===== config.mk =====
export PLATFORM = sky130hd
export DESIGN_NAME = system_watchdog_timer
export DESIGN_NICKNAME = d
export VERILOG_FILES = /design/src/rtl/wdt_pkg.sv /design/src/rtl/system_watchdog_timer.sv
export SDC_FILE = /design/constraint.sdc
export NUM_CORES = 1
export LEC_CHECK = 0
export BUFFER_PORTS_ARGS = -buffer_cell sky130_fd_sc_hd__buf_2
export CAP_MARGIN = 15
export CORE_UTILIZATION = 54
export DETAILED_ROUTE_END_ITERATION = 7
export HOLD_SLACK_MARGIN = 0.15
export PLACE_DENSITY = 0.85
export SYNTH_ARGS = -nofsm -noshare
export SYNTH_HDL_FRONTEND = slang
export SYNTH_SLANG_ARGS = --single-unit

===== constraint.sdc =====
create_clock -name ref_clk_i -period 2.6 [get_ports ref_clk_i]
set_input_delay 0.39 -clock ref_clk_i [delete_from_list [all_inputs] [get_ports ref_clk_i]]
set_output_delay 0.39 -clock ref_clk_i [all_outputs]
set_load 0.1 [all_outputs]

===== src/rtl/wdt_pkg.sv =====
// Constants shared by the watchdog timer: register map, field layout, reset values, timing.
// Assumes a 32-bit classic Wishbone slave port and a 10 MHz system clock.
package wdt_pkg;

  localparam int unsigned CLK_HZ = 10_000_000;

  // Word-aligned byte offsets of the registers.
  localparam logic [7:0] ADDR_CONFIG = 8'h00;
  localparam logic [7:0] ADDR_COMMAND = 8'h04;
  localparam logic [7:0] ADDR_STATE = 8'h08;
  localparam logic [7:0] ADDR_EVENTS = 8'h0C;
  localparam logic [7:0] ADDR_MASK = 8'h10;

  // Config register fields.
  localparam int unsigned CFG_SEL_BIT = 0;
  localparam int unsigned CFG_RELOAD_LSB = 16;

  // Command register bits; each is a one-shot action.
  localparam int unsigned CMD_SERVICE_BIT = 0;
  localparam int unsigned CMD_ENABLE_BIT = 1;
  localparam int unsigned CMD_DISABLE_BIT = 2;

  // State register fields.
  localparam int unsigned ST_ENABLED_BIT = 0;
  localparam int unsigned ST_PREWARN_BIT = 1;
  localparam int unsigned ST_RESET_BIT = 2;
  localparam int unsigned ST_COUNT_LSB = 16;

  // Event and mask bits.
  localparam int unsigned EV_PREWARN_BIT = 0;
  localparam int unsigned EV_RESET_BIT = 1;
  localparam int unsigned EV_W = 2;

  // Prescaler select: 0 divides by the long ratio, 1 by the short ratio.
  localparam int unsigned DIV_LONG = 16384;
  localparam int unsigned DIV_SHORT = 256;
  localparam logic SEL_RESET = 1'b1;
  localparam logic [15:0] RELOAD_RESET = 16'hFF00;

  // Time from prewarning to the reset request, and its cycle count (least time, rounded up).
  localparam int unsigned PREWARN_NS = 12800;
  localparam int unsigned PREWARN_CYC_RAW =
    (PREWARN_NS * (CLK_HZ / 1_000_000) + 999) / 1000;
  localparam int unsigned PREWARN_CYCLES = (PREWARN_CYC_RAW < 1) ? 1 : PREWARN_CYC_RAW;

  typedef enum logic [1:0] {
    PHASE_WATCH,
    PHASE_PREWARN,
    PHASE_RESET
  } phase_t;

endpackage


===== src/rtl/system_watchdog_timer.sv =====
// System watchdog timer with a classic Wishbone register slave and one interrupt line.
// Assumes one 10 MHz clock, a synchronous active-high reset that is the application reset,
// and that reset_req_o is routed to the system reset controller.
// Limitation: the prewarning time is fixed when the block is built.
// Software can neither lengthen nor shorten it.
//
// Design decisions made here: the address map and register access over Wishbone.
`timescale 1ns/1ns
`default_nettype none

module system_watchdog_timer
  import wdt_pkg::*;
#(
  parameter int unsigned CNT_W = 16,
  parameter int unsigned DIV_L = DIV_LONG,
  parameter int unsigned DIV_S = DIV_SHORT
) (
  input wire logic ref_clk_i,
  input wire logic reset_i,
  input wire logic wb_cyc_i,
  input wire logic wb_stb_i,
  input wire logic wb_we_i,
  input wire logic [7:0] wb_adr_i,
  input wire logic [3:0] wb_sel_i,
  input wire logic [31:0] wb_dat_i,
  output logic [31:0] wb_dat_o,
  output logic wb_ack_o,
  output logic irq_o,
  output logic prewarn_o,
  output logic reset_req_o
);

  localparam int unsigned PRE_W = $clog2(DIV_L);
  localparam int unsigned DLY_W = $clog2(PREWARN_CYCLES + 1);

  // The prescaler compare assumes both ratios are powers of two that fit its width.
  if (CNT_W != 16 || DIV_L <= DIV_S || DIV_S < 2 ||
      (DIV_L & (DIV_L - 1)) != 0 || (DIV_S & (DIV_S - 1)) != 0) begin : bad_params
    $error("system_watchdog_timer: unsupported counter width or prescaler ratios");
  end

  // The register images are 32 bits wide, so every field must end inside a word.
  // The delay counter must also hold the last prewarning cycle.
  if (CFG_RELOAD_LSB + CNT_W > 32 || ST_COUNT_LSB + CNT_W > 32 || EV_W != 2 ||
      PREWARN_CYCLES < 1 || PREWARN_CYCLES >= (1 << DLY_W)) begin : bad_layout
    $error("system_watchdog_timer: register layout or prewarning time does not fit");
  end

  // Returns the last prescaler value before a counter step for the selected ratio.
  function automatic logic [PRE_W-1:0] div_last(input logic sel);
    div_last = sel ? PRE_W'(DIV_S - 1) : PRE_W'(DIV_L - 1);
  endfunction

  // A command bit acts only when its byte lane is written.
  // A write with that lane off leaves the watchdog untouched.
  function automatic logic cmd_set(input logic [31:0] wr, input logic [3:0] sel,
                                   input int unsigned pos);
    cmd_set = sel[pos / 8] && wr[pos];
  endfunction

  // Byte-lane merge of a write into a 32-bit register image.
  // Lanes that are not selected keep their old contents.
  function automatic logic [31:0] lane_merge(input logic [31:0] old, input logic [31:0] wr,
                                             input logic [3:0] sel);
    lane_merge = old;
    for (int i = 0; i < 4; i++) begin
      if (sel[i]) begin
        lane_merge[8*i +: 8] = wr[8*i +: 8];
      end
    end
  endfunction

  // Registers of the block.
  logic div_sel;
  logic [CNT_W-1:0] reload;
  logic enabled;
  logic [PRE_W-1:0] prescale;
  logic [CNT_W-1:0] count;
  phase_t phase;
  logic [DLY_W-1:0] delay;
  logic [EV_W-1:0] events;
  logic [EV_W-1:0] mask;

  // Decode and strobes, all combinational.
  logic bus_req;
  logic wr_stb;
  logic rd_stb;
  logic do_service;
  logic do_enable;
  logic do_disable;
  logic step;
  logic overflow;
  logic fire_reset;
  logic [EV_W-1:0] ev_set;
  logic [31:0] cfg_image;
  logic [31:0] cfg_new;
  logic [31:0] next_rdata;
  logic [EV_W-1:0] next_events;
  // Address decode, read image and next phase.
  logic hit_config;
  logic hit_command;
  logic hit_events;
  logic hit_mask;
  logic [31:0] st_image;
  phase_t next_phase;
  logic [DLY_W-1:0] next_delay;

  // A request is taken on the edge where ack rises; ack then drops for one cycle.
  // Every offset, mapped or not, is answered one cycle after it is taken, so a
  // master never waits longer than that.
  assign bus_req = wb_cyc_i && wb_stb_i && !wb_ack_o;
  assign wr_stb = bus_req && wb_we_i;
  assign rd_stb = bus_req && !wb_we_i;

  // Unmapped offsets hit nothing: they are answered, read as zero and ignore writes.
  assign hit_config = wb_adr_i == ADDR_CONFIG;
  assign hit_command = wb_adr_i == ADDR_COMMAND;
  assign hit_events = wb_adr_i == ADDR_EVENTS;
  assign hit_mask = wb_adr_i == ADDR_MASK;

  // Commands are one-shot: nothing of a command write is kept for a later strobe.
  assign do_service = wr_stb && hit_command &&
                      cmd_set(wb_dat_i, wb_sel_i, CMD_SERVICE_BIT);
  assign do_enable = wr_stb && hit_command &&
                     cmd_set(wb_dat_i, wb_sel_i, CMD_ENABLE_BIT);
  assign do_disable = wr_stb && hit_command &&
                      cmd_set(wb_dat_i, wb_sel_i, CMD_DISABLE_BIT);

  // A counter step happens when the prescaler completes one full ratio.
  // With the short ratio and an all-ones reload the interval is a single
  // prescaler period; the long ratio and a zero reload give the longest one.
  assign step = enabled && prescale == div_last(div_sel);
  assign overflow = step && count == '1;
  // The delay stands at PREWARN_CYCLES - 1 in the last prewarning cycle, so the
  // request rises PREWARN_CYCLES cycles after the phase is entered.
  assign fire_reset = phase == PHASE_PREWARN && delay == DLY_W'(PREWARN_CYCLES - 1);

  // Only the first overflow is an event; later ones fall in the prewarning or reset phase.
  assign ev_set[EV_PREWARN_BIT] = overflow && phase == PHASE_WATCH;
  assign ev_set[EV_RESET_BIT] = fire_reset;

  // The reload field may be written one byte lane at a time.
  always_comb begin
    cfg_image = '0;
    cfg_image[CFG_SEL_BIT] = div_sel;
    cfg_image[CFG_RELOAD_LSB +: CNT_W] = reload;
  end

  assign cfg_new = lane_merge(cfg_image, wb_dat_i, wb_sel_i);

  always_comb begin
    st_image = '0;
    st_image[ST_ENABLED_BIT] = enabled;
    st_image[ST_PREWARN_BIT] = phase == PHASE_PREWARN;
    st_image[ST_RESET_BIT] = phase == PHASE_RESET;
    st_image[ST_COUNT_LSB +: CNT_W] = count;
  end

  // Read data follows the address alone; only a read strobe loads it.
  // The command offset reads as zero because commands are never stored.
  always_comb begin
    next_rdata = '0;
    unique case (wb_adr_i)
      ADDR_CONFIG: next_rdata = cfg_image;
      ADDR_STATE: next_rdata = st_image;
      ADDR_EVENTS: next_rdata[EV_W-1:0] = events;
      ADDR_MASK: next_rdata[EV_W-1:0] = mask;
      default: next_rdata = '0;
    endcase
  end

  // A read of the event register clears it, but an event in the same cycle survives.
  // Losing that event would hide an overflow from the interrupt handler.
  always_comb begin
    next_events = events;
    if (rd_stb && hit_events) begin
      next_events = '0;
    end
    next_events = next_events | ev_set;
  end

  // Ack rises one cycle after the request is taken and falls in the next, so a
  // master that holds its strobe through the ack is never answered twice.
  always_ff @(posedge ref_clk_i) begin
    if (reset_i) begin
      wb_ack_o <= 1'b0;
    end else begin
      wb_ack_o <= bus_req;
    end
  end

  // Read data is registered with the ack and then held until the next read.
  // Holding it costs a register but lets a slow master sample it late.
  always_ff @(posedge ref_clk_i) begin
    if (reset_i) begin
      wb_dat_o <= '0;
    end else if (rd_stb) begin
      wb_dat_o <= next_rdata;
    end
  end

  // Configuration: prescaler select and reload value; defaults give about 6.55 ms at 10 MHz.
  always_ff @(posedge ref_clk_i) begin
    if (reset_i) begin
      div_sel <= SEL_RESET;
      reload <= RELOAD_RESET;
    end else if (wr_stb && hit_config) begin
      div_sel <= cfg_new[CFG_SEL_BIT];
      reload <= cfg_new[CFG_RELOAD_LSB +: CNT_W];
    end
  end

  // Run state; disable wins if both commands are written at once.
  // Disabling freezes prescaler and counter where they stand; enabling resumes there.
  always_ff @(posedge ref_clk_i) begin
    if (reset_i) begin
      enabled <= 1'b1;
    end else if (do_disable) begin
      enabled <= 1'b0;
    end else if (do_enable) begin
      enabled <= 1'b1;
    end
  end

  // Prescaler: cleared by a service and after each completed ratio.
  // Clearing it on a service makes the first interval after a service a full one.
  always_ff @(posedge ref_clk_i) begin
    if (reset_i) begin
      prescale <= '0;
    end else if (do_service || step) begin
      prescale <= '0;
    end else if (enabled) begin
      prescale <= prescale + PRE_W'(1);
    end
  end

  // Counter: reloaded by a service and after an overflow, otherwise counts up.
  // A service in the overflow cycle loads the same value, so neither path must win.
  always_ff @(posedge ref_clk_i) begin
    if (reset_i) begin
      count <= RELOAD_RESET;
    end else if (do_service || overflow) begin
      count <= reload;
    end else if (step) begin
      count <= count + CNT_W'(1);
    end
  end

  // Once overflow is seen the reset request follows after a fixed prewarning time.
  // A service or disable cannot call it back; only the application reset ends it.
  // Later overflows in the prewarning phase are ignored on purpose: the delay is
  // already running and a second prewarning would only hide the first.
  always_comb begin
    next_phase = phase;
    next_delay = '0;
    unique case (phase)
      PHASE_WATCH: begin
        if (overflow) begin
          next_phase = PHASE_PREWARN;
        end
      end
      PHASE_PREWARN: begin
        next_delay = delay + DLY_W'(1);
        if (fire_reset) begin
          next_phase = PHASE_RESET;
        end
      end
      PHASE_RESET: next_delay = '0;
    endcase
  end

  // The phase and its delay are registered together so they never disagree.
  always_ff @(posedge ref_clk_i) begin
    if (reset_i) begin
      phase <= PHASE_WATCH;
      delay <= '0;
    end else begin
      phase <= next_phase;
      delay <= next_delay;
    end
  end

  // Prewarning is raised from the overflow cycle itself so that the pin and the
  // event bit move together.
  always_ff @(posedge ref_clk_i) begin
    if (reset_i) begin
      prewarn_o <= 1'b0;
    end else begin
      prewarn_o <= phase == PHASE_PREWARN || ev_set[EV_PREWARN_BIT];
    end
  end

  // The request is sticky: once given, only the application reset clears it.
  always_ff @(posedge ref_clk_i) begin
    if (reset_i) begin
      reset_req_o <= 1'b0;
    end else begin
      reset_req_o <= reset_req_o || fire_reset;
    end
  end

  // Sticky events and mask; the interrupt follows one cycle after the status.
  always_ff @(posedge ref_clk_i) begin
    if (reset_i) begin
      events <= '0;
    end else begin
      events <= next_events;
    end
  end

  // Only lane 0 carries mask bits; the other lanes are ignored rather than stored.
  // A cleared mask bit keeps the event readable but silent.
  always_ff @(posedge ref_clk_i) begin
    if (reset_i) begin
      mask <= '0;
    end else if (wr_stb && hit_mask && wb_sel_i[0]) begin
      mask <= wb_dat_i[EV_W-1:0];
    end
  end

  // The interrupt is registered so the pin comes straight from a flip-flop; it
  // therefore trails the event bit by one cycle.
  always_ff @(posedge ref_clk_i) begin
    if (reset_i) begin
      irq_o <= 1'b0;
    end else begin
      irq_o <= |(events & mask);
    end
  end

endmodule // system_watchdog_timer

`default_nettype wire


# == After elaboration in Yosys (flattened, before gate mapping) ==
# Index checks and enable logic that the tools add are counted.
# op_classes
n_addsub,3
multipliers,0
n_div,0
n_lt_le_gt_ge,0
n_eq_ne,11
shift,0
n_mux,11
bitwise,3
n_reduce_logical,37
# ops
operator,count
30-bit case mux with 2 select lines,1
16-bit two-way mux,2
1-bit logical AND,19
"16-bit by 1-bit adder with 16-bit output, second input constant",1
"16-bit == test, second input constant",1
"8-bit by 4-bit == test with 1-bit output, second input constant",2
"14-bit by 1-bit adder with 14-bit output, second input constant",1
14-bit == test,1
14-bit two-way mux,1
"8-bit by 1-bit adder with 8-bit output, second input constant",1
"8-bit by 3-bit == test with 1-bit output, second input constant",1
"8-bit by 5-bit == test with 1-bit output, second input constant",1
"8-bit by 7-bit == test with 1-bit output, second input constant",1
8-bit zero test,1
2-bit case mux with 4 select lines,1
2-bit two-way mux,3
2-bit AND reduction,3
2-bit nonzero test,3
2-bit OR reduction,3
1-bit logical OR,4
"2-bit inequality test, second input constant",2
2-bit case mux with 2 select lines,1
3-bit AND reduction,1
2-bit AND,1
7 further kinds,9
# totals
ff_bits,98
latch_bits,0
mem_bits_rw,0
rom_bits,0
wordCells,80
mem_count,0

# == Logic depth before layout (Yosys ltp) ==
# Gate-level depths: netlist of run 1.
# logic_depth
depth_word,7
ltp_mapped,8
depth_no_buf,7

# == Worst setup path after synthesis of run 1 ==
# OpenSTA, ideal clock, no wires.
# synth_path
path_type,register -> register
startpoint,reg wb_ack_o
endpoint,reg wb_dat_o[31]
setup_ns,0.071
t_arrival_ns,2.195
required_time_ns,2.529
setup_slack_ns,0.334
path_stages_with_launch,6
cell_sequence,dfxtp_1 > or3_1 > clkbuf_1 > clkbuf_1 > a22oi_1 > a21oi_1
# synth_via
elab_chain_cells,3
# synth_lines
item,line,source
"start, declared",system_watchdog_timer.sv:27,"output logic wb_ack_o,"
"start signal, assigned",system_watchdog_timer.sv:188,wb_ack_o <= bus_req;
1-bit zero test,system_watchdog_timer.sv:111,assign bus_req = wb_cyc_i && wb_stb_i && !wb_ack_o;
1-bit logical AND,system_watchdog_timer.sv:111,
1-bit logical AND,system_watchdog_timer.sv:113,assign rd_stb = bus_req && !wb_we_i;
"end signal, assigned",system_watchdog_timer.sv:198,wb_dat_o <= next_rdata;
"end, declared",system_watchdog_timer.sv:26,"output logic [31:0] wb_dat_o,"
# No other way between the ends.
# A chain may end at the register's enable or synchronous reset.

# == Worst setup path in the final report of run 1 ==
# layout_path
startpoint,reg count[0]
endpoint,reg count[11]
# layout_via
elab_chain_cells,4
# layout_lines
item,line,source
"start, declared",system_watchdog_timer.sv:78,logic [CNT_W-1:0] count;
"start signal, assigned",system_watchdog_timer.sv:243,count <= reload;
"start signal, assigned",system_watchdog_timer.sv:245,count <= count + CNT_W'(1);
branches (longest 4 deep; another with 16-bit by 1-bit adder with 16-bit output),-,
# Several ways; the timed one is not identified. The select of a mux whose other input is x is not followed.

==> results of run 1 <==
## layer usage
metal	share of wire, %	up-vias	global-route usage [%]
met5	0	-	0
met4	3.7	0	15.2
met3	5.8	34	4.05
met2	50	145	43.7
met1	40	1717	30.0
li1	-	1737	-
## worst max-delay path, delay by kind of cell (launching register included)
family | cells | cell delay, ps
adders and majority gates | 1 | 210
DFF | 1 | 430
AOI/OAI and AO/OA | 2 | 560
and+or+nand+nor | 4 | 870
## sequential cells by signal, indices dropped and copies added, names as in the netlist
signal / count
mask: 2
count: 16
reload: 16
prewarn_o: 1
div_sel: 1
reset_req_o: 1
events: 2
irq_o: 1
phase: 2
wb_dat_o: 19
prescale: 14
delay: 8
wb_ack_o: 1
enabled: 1
## Yosys cell counts (3+ instances only)
cell / instances
o21ai_0: 8
nand4_1: 10
nand2_1: 49
ha_1: 3
buf_2: 4
a211oi_1: 3
a21oi_1: 41
buf_6: 3
o21a_1: 4
o2bb2ai_1: 4
o22a_1: 3
and2_1: 4
xnor2_1: 7
mux2i_1: 5
nand3_1: 22
a31oi_1: 6
a22oi_1: 17
or2_2: 5
dfxtp_1: 85
inv_1: 10
clkbuf_1: 11
o32ai_1: 3
xor2_1: 15
nand2_2: 3
or3_4: 3
nor3_1: 9
buf_4: 16
a21oi_2: 3
nand2b_1: 3
a211o_1: 7
and3_1: 11
nor2_1: 44
## logic make-up (layout without fill, tap and decap cells)
family | Yosys count | in the layout | synth area share, %
mux | 5 | 5 | 1.25
buf+inv | 44 | 92 | 6.31
fa+ha+maj | 3 | 3 | 0.937
compound gates | 113 | 113 | 18.9
other cells | 1 | 13 | 0.0936
flops | 85 | 85 | 42.5
xor+xnor | 22 | 22 | 4.81
simple gates | 187 | 187 | 25.2
## stage by stage
step                cell area, um2  std cells  worst slack, ps  power [mW]
finish                        4530        619              416        2.52
CTS                           4530        619              416        2.53
floorplan                     4050        472              334        1.50
detailed placement            4310        603              403        1.54
global placement              4310        603              462        1.54
global route                  4530        619              318        2.60
## path summary, 6_finish.rpt
check	endpoint	cells after the start	slack [ps]
worst min register to register	reset_req_o$_SDFF_PP0_	2	450
worst max-delay path	count[11]$_SDFFE_PP1P_	7	420
worst max register to register	count[11]$_SDFFE_PP1P_	7	420
worst min-delay path	reload[6]$_SDFFE_PP0P_	3	260
## power by group
group          internal (mW)  total, mW  leakage, nW  switching, mW
clock                  0.491       1.00        0.110          0.513
sequential              1.31       1.32        0.686        0.00958
combinational         0.0424      0.194        0.933          0.152
total                   1.84       2.52         1.73          0.674
## area by class of cell
class / count / area [um2]
clock buffers: 10 / 138
clock inverters: 6 / 76.3
fillers: 620 / 2690
inverters: 10 / 37.5
multi-input cells: 343 / 2100
flip-flops and latches: 85 / 1700
well taps: 99 / 124
repair buffers: 66 / 353
==> metrics, run 1 <==
status=finished, final reports clean; HP Class=input port to flop; cts hold-fix bufs=0; Post-synth EDFFs=0; Die H=~88 um; Die X-Extent=between 80 and 90 um; Mapped Cells=460; # rows=31; WP data required=2860 ps; global-route wire length before repair=15,200 um; WL final=approximately 9000 um; initial core utilization=about 56%; CTS Buffer Depth=2; startpoint types=flop; nets@finish=567; most frequent cells in the layout=dfxtp_1, buf_2, nand2_1; die area=between 0.007 and 0.008 mm2; Slew Viols, Final=0; Top Ports=85; final core area utilization=a little over three fifths; worst path cell trace=ha_1 > nand3_1 > or3_4 > nor2_8 > nand2_1 > a21o_1 > o221a_1; Worst Tran Pin Value=~570 ps; worst hold slack=~260 ps; Yosys reg bits=between 80 and 90; Worst-path clk slew=90 ps; syn_area_per_cell=about 8.7 um2; Arr. time, crit path=between 2000 and 2500 ps; CTS H-tree lvls=3; Slowest cell on crit path=or3_4; Post-DP HPWL=around 6700 um; most common cell after layout, fill and taps aside=dfxtp_1; initial antenna violation count=0; Netlist Area Pre-Place=0.00401 mm2; Total GRT Usage=roughly a quarter; Seq/Total Area, Yosys=a little over two fifths; vias in the first global route=approximately 3,300; Final ANT Viol Nets=0; Core Region=approximately 0.0072 mm2; largest area contributor in the netlist=dfxtp_1; n_diodes=0; post-cts sizing count=0; setup bufs post-CTS=0; vias=around 3,600; Port Buffers=57; power density over cell area=~560 mW/mm2; clock sink total=85; Tcrit/Tclk final=84.0%; Final Setup Violations=0; 1st-pass router iterations=5; hold_sp=wb_dat_i[22]; Setup Skew=about 10 ps; f_max=roughly 460 MHz; share of cells above drive strength 1=roughly 21%; GP Congestion=0.870; slowest stage delay, CP=between 400 and 500 ps; remaining global-route overflow=0; Num CTS Buffers=9; launch point of the worst reg-to-reg path=count[0]$_SDFFE_PP0P_; Max-Cap Viols=0; critical path peak fanout=9; DRC errors left=0; most common flop cell mapped by yosys=dfxtp_1; number of distinct library cells after synthesis=59; Wirelength per Cell=~15 um; Rel. slew slack=between 60% and 70%; Area contributors post-synth=dfxtp_1, a21oi_1, nand2_1; fin crit period=~2200 ps; Fin Setup TNS=0 ps; Yosys Warn Count=0; Root Buffer=clkbuf_8; Leak=about 1.7 nW; Vias/cell=5.87; asr flop ratio synth=0%; initial drt markers=203; synth-to-layout area growth=13.0%; Hold Fails Final Rpt=0; worst skew pair latency=between 300 and 400 ps; worst setup path startpoint=count[0]$_SDFFE_PP0P_; largest net degree at the start of global routing=45; share of the synthesized area in the top cell type=42.5%; CTS tree=yes; nature of the critical path endpoint=flop; Setup CP Type=flop to flop; RSZ-0062 raised after global routing=no; peak supply drop=between 0.2 and 0.3 mV
No activity file was read; power rests on OpenSTA's default activity.
==> inputs of run 2 (changes only) <==
CORE_UTILIZATION = 49   (was 54)
PLACE_DENSITY = 0.82   (was 0.85)
clock period = 2 ns   (was 2.6 ns; I/O delays follow)
==> run 2 against run 1 <==
  * Sequential power is 30% higher
  * Sequential cell count stayed put
  * Clock power is 16% higher
  * Largest power group unchanged
  * Worst hold slack worse by 74 ps
  * Highest routed layer unchanged
  * Final area is 5.9% higher
  * Non-clock buffer count is 27 higher
  * Die area is 10% higher
  * Routed wire length is 5.1% higher
==> metrics, run 2 (synthesis gave the netlist of run 1 again) <==
peak supply drop=0.302 mV (was 0.289 mV); Final ANT Viol Nets=0 (unchanged); share of cells above drive strength 1=26.5% (was 20.6%); placed cell areas=0.00453 mm2 (was 0.00431 mm2); Final Setup Violations=0 (unchanged); initial core utilization=51.3% (was 55.5%); Post-DP HPWL=6990 um (was 6720 um); synth-to-layout area growth=19.6% (was 13.0%); internal power=2.34 mW (was 1.84 mW); Leak=1.86 nW (was 1.73 nW); f_max=521 MHz (was 458 MHz); Worst-path clk slew=80 ps (was 90 ps); 1st-pass router iterations=5 (unchanged); Core Region=0.00781 mm2 (was 0.00721 mm2); DRC errors left=0 (unchanged); Total GRT Usage=23.5% (was 25.5%); vias=3,685 (was 3,633); largest registers=wb_dat_o (19), count (16), reload (16) (unchanged); post-place setup slack=24.9 ps (was 403 ps); worst setup path startpoint=count[1]$_SDFFE_PP0P_ (was count[0]$_SDFFE_PP0P_); nature of the critical path endpoint=flop (unchanged); clock sink total=85 (unchanged); Combinational Power Share=8.6% (was 7.7%); Biggest register=wb_dat_o (unchanged); Register Area=0.00171 mm2 (was 0.00170 mm2); Num CTS Buffers=9 (unchanged); worst skew pair latency=360 ps (was 370 ps); n_diodes=0 (unchanged); Setup CP Type=flop to flop (unchanged); worst hold slack=188 ps (was 262 ps); Arr. time, crit path=2170 ps (was 2440 ps); Worst Setup EP=count[11]$_SDFFE_PP1P_ (unchanged); WL final=9720 um (was 9250 um); Tot Pwr=3.14 mW (was 2.52 mW); die area=0.00854 mm2 (was 0.00777 mm2); slowest stage delay, CP=440 ps (was 460 ps); GP Congestion=0.903 (was 0.870); global-route wire length before repair=16,100 um (was 15,200 um); switching part of the total=25.5% (was 26.8%); largest net degree at the start of global routing=36 (was 45); Slew Viols, Final=0 (unchanged); launch point of the worst reg-to-reg path=count[1]$_SDFFE_PP0P_ (was count[0]$_SDFFE_PP0P_); most common cell after layout, fill and taps aside=dfxtp_1 (unchanged); Vias/cell=5.68 (was 5.87); CTS Buffer Depth=2 (unchanged); startpoint types=flop (unchanged); worst r2r path cells=7 (unchanged); Reg power frac=54.4% (was 52.4%); Top Ports=85 (unchanged); status=finished, final reports clean (unchanged); final worst slack=79.9 ps (was 416 ps); fin crit period=1920 ps (was 2180 ps); FF-to-FF End=count[11]$_SDFFE_PP1P_ (unchanged); power density over cell area=656 mW/mm2 (was 556 mW/mm2); Root Buffer=clkbuf_8 (unchanged); R2R setup slack=80 ps (was 420 ps); Final Cell Area=0.00479 mm2 (was 0.00453 mm2); # rows=32 (was 31); vias in the first global route=3,539 (was 3,293); multi-input logic area=0.00214 mm2 (was 0.00210 mm2); critical path peak fanout=9 (unchanged); CTS H-tree lvls=3 (unchanged); cts hold-fix bufs=0 (unchanged); # fillers=698 (was 620); WP data required=2250 ps (was 2860 ps); Setup Skew=10.1 ps (was 10.4 ps); Die X-Extent=92.4 um (was 88.1 um); max reg flops=19 (unchanged); Wirelength per Cell=15.0 um (was 14.9 um); Placed Cells=631 (was 603); most frequent cells in the layout=dfxtp_1, buf_2, nand2_1 (unchanged); CTS tree=yes (unchanged); clock network fraction of total power=37.1% (was 39.9%); Tcrit/Tclk final=96.0% (was 84.0%); switching pwr=0.802 mW (was 0.674 mW); final core area utilization=61.4% (was 62.8%); Max-Cap Viols=0 (unchanged); HP Class=input port to flop (unchanged); worst path cell trace=ha_1 > nand3_1 > or3_4 > nor2_8 > nand2_1 > a21o_2 > o221a_1 (was ha_1 > nand3_1 > or3_4 > nor2_8 > nand2_1 > a21o_1 > o221a_1); Die H=92.4 um (was 88.1 um); nets@finish=594 (was 567); Fin Setup TNS=0 ps (unchanged); initial antenna violation count=0 (unchanged); remaining global-route overflow=0 (unchanged); Slowest cell on crit path=or3_4 (unchanged); Finished Layout Cells=649 (was 619); Hold Fails Final Rpt=0 (unchanged); initial drt markers=191 (was 203); Port Buffers=57 (unchanged)
run 2: cell count changes in the layout (fill, tap and decap cells not counted), moves of 3 or more:
cell,before,now
inv_6,4,0
dfxtp_2,0,4
buf_4,9,33
clkbuf_1,0,3
buf_12,0,3
dfxtp_1,85,81
run 2: power by group through the flow:
stage          registers, mW  logic, mW  clock network [mW]
4_1_cts                 1.71      0.266                1.19
2_1_floorplan           1.76      0.198                   0
6_report                1.71      0.269                1.16
5_1_grt                 1.71      0.285                1.26
3_3_place_gp            1.75      0.259                   0
3_5_place_dp            1.75      0.265                   0
run 2: routing by layer:
metal	global-route usage, %	part of all wire, %	up-vias
met5	0	0	-
met4	12.9	3.1	0
met3	3.61	5.3	25
met2	40.6	50	128
met1	27.7	42	1745
li1	-	-	1787
run 2: critical path, delay by kind of cell, from the launching register on:
kind	cells	cell delay [ps]
simple gates	4	760
flops	1	350
fa+ha+maj	1	170
compound gates	2	530
run 2: cell type report:
class	instances	share of cell area [%]
Timing Repair Buffer	93	12.4
Clock buffer	12	2.82
Sequential cell	85	35.6
Tap cell	102	2.66
Clock inverter	4	1.02
Inverter	10	0.783
Multi-Input combinational cell	343	44.7
run 2: worst min path at each step:
stage          depth (start not counted)                       end                     start  slack [ps]
2_1_floorplan                          1      prewarn_o$_SDFF_PP0_     phase[1]$_SDFFE_PP0P_         440
3_3_place_gp                           2    reset_req_o$_SDFF_PP0_    reset_req_o$_SDFF_PP0_         430
3_5_place_dp                           2  wb_dat_o[2]$_SDFFE_PP0N_  wb_dat_o[2]$_SDFFE_PP0N_         450
4_1_cts                                3    reload[3]$_SDFFE_PP0P_              wb_dat_i[19]         180
5_1_grt                                3    reload[2]$_SDFFE_PP0P_              wb_dat_i[18]         200
6_report                               3    reload[3]$_SDFFE_PP0P_              wb_dat_i[19]         190
run 2: what timing repair did:
action,4_1_cts,5_1_grt
resized for setup,0,14
setup endpoints to repair,0,23
setup buffers,0,2
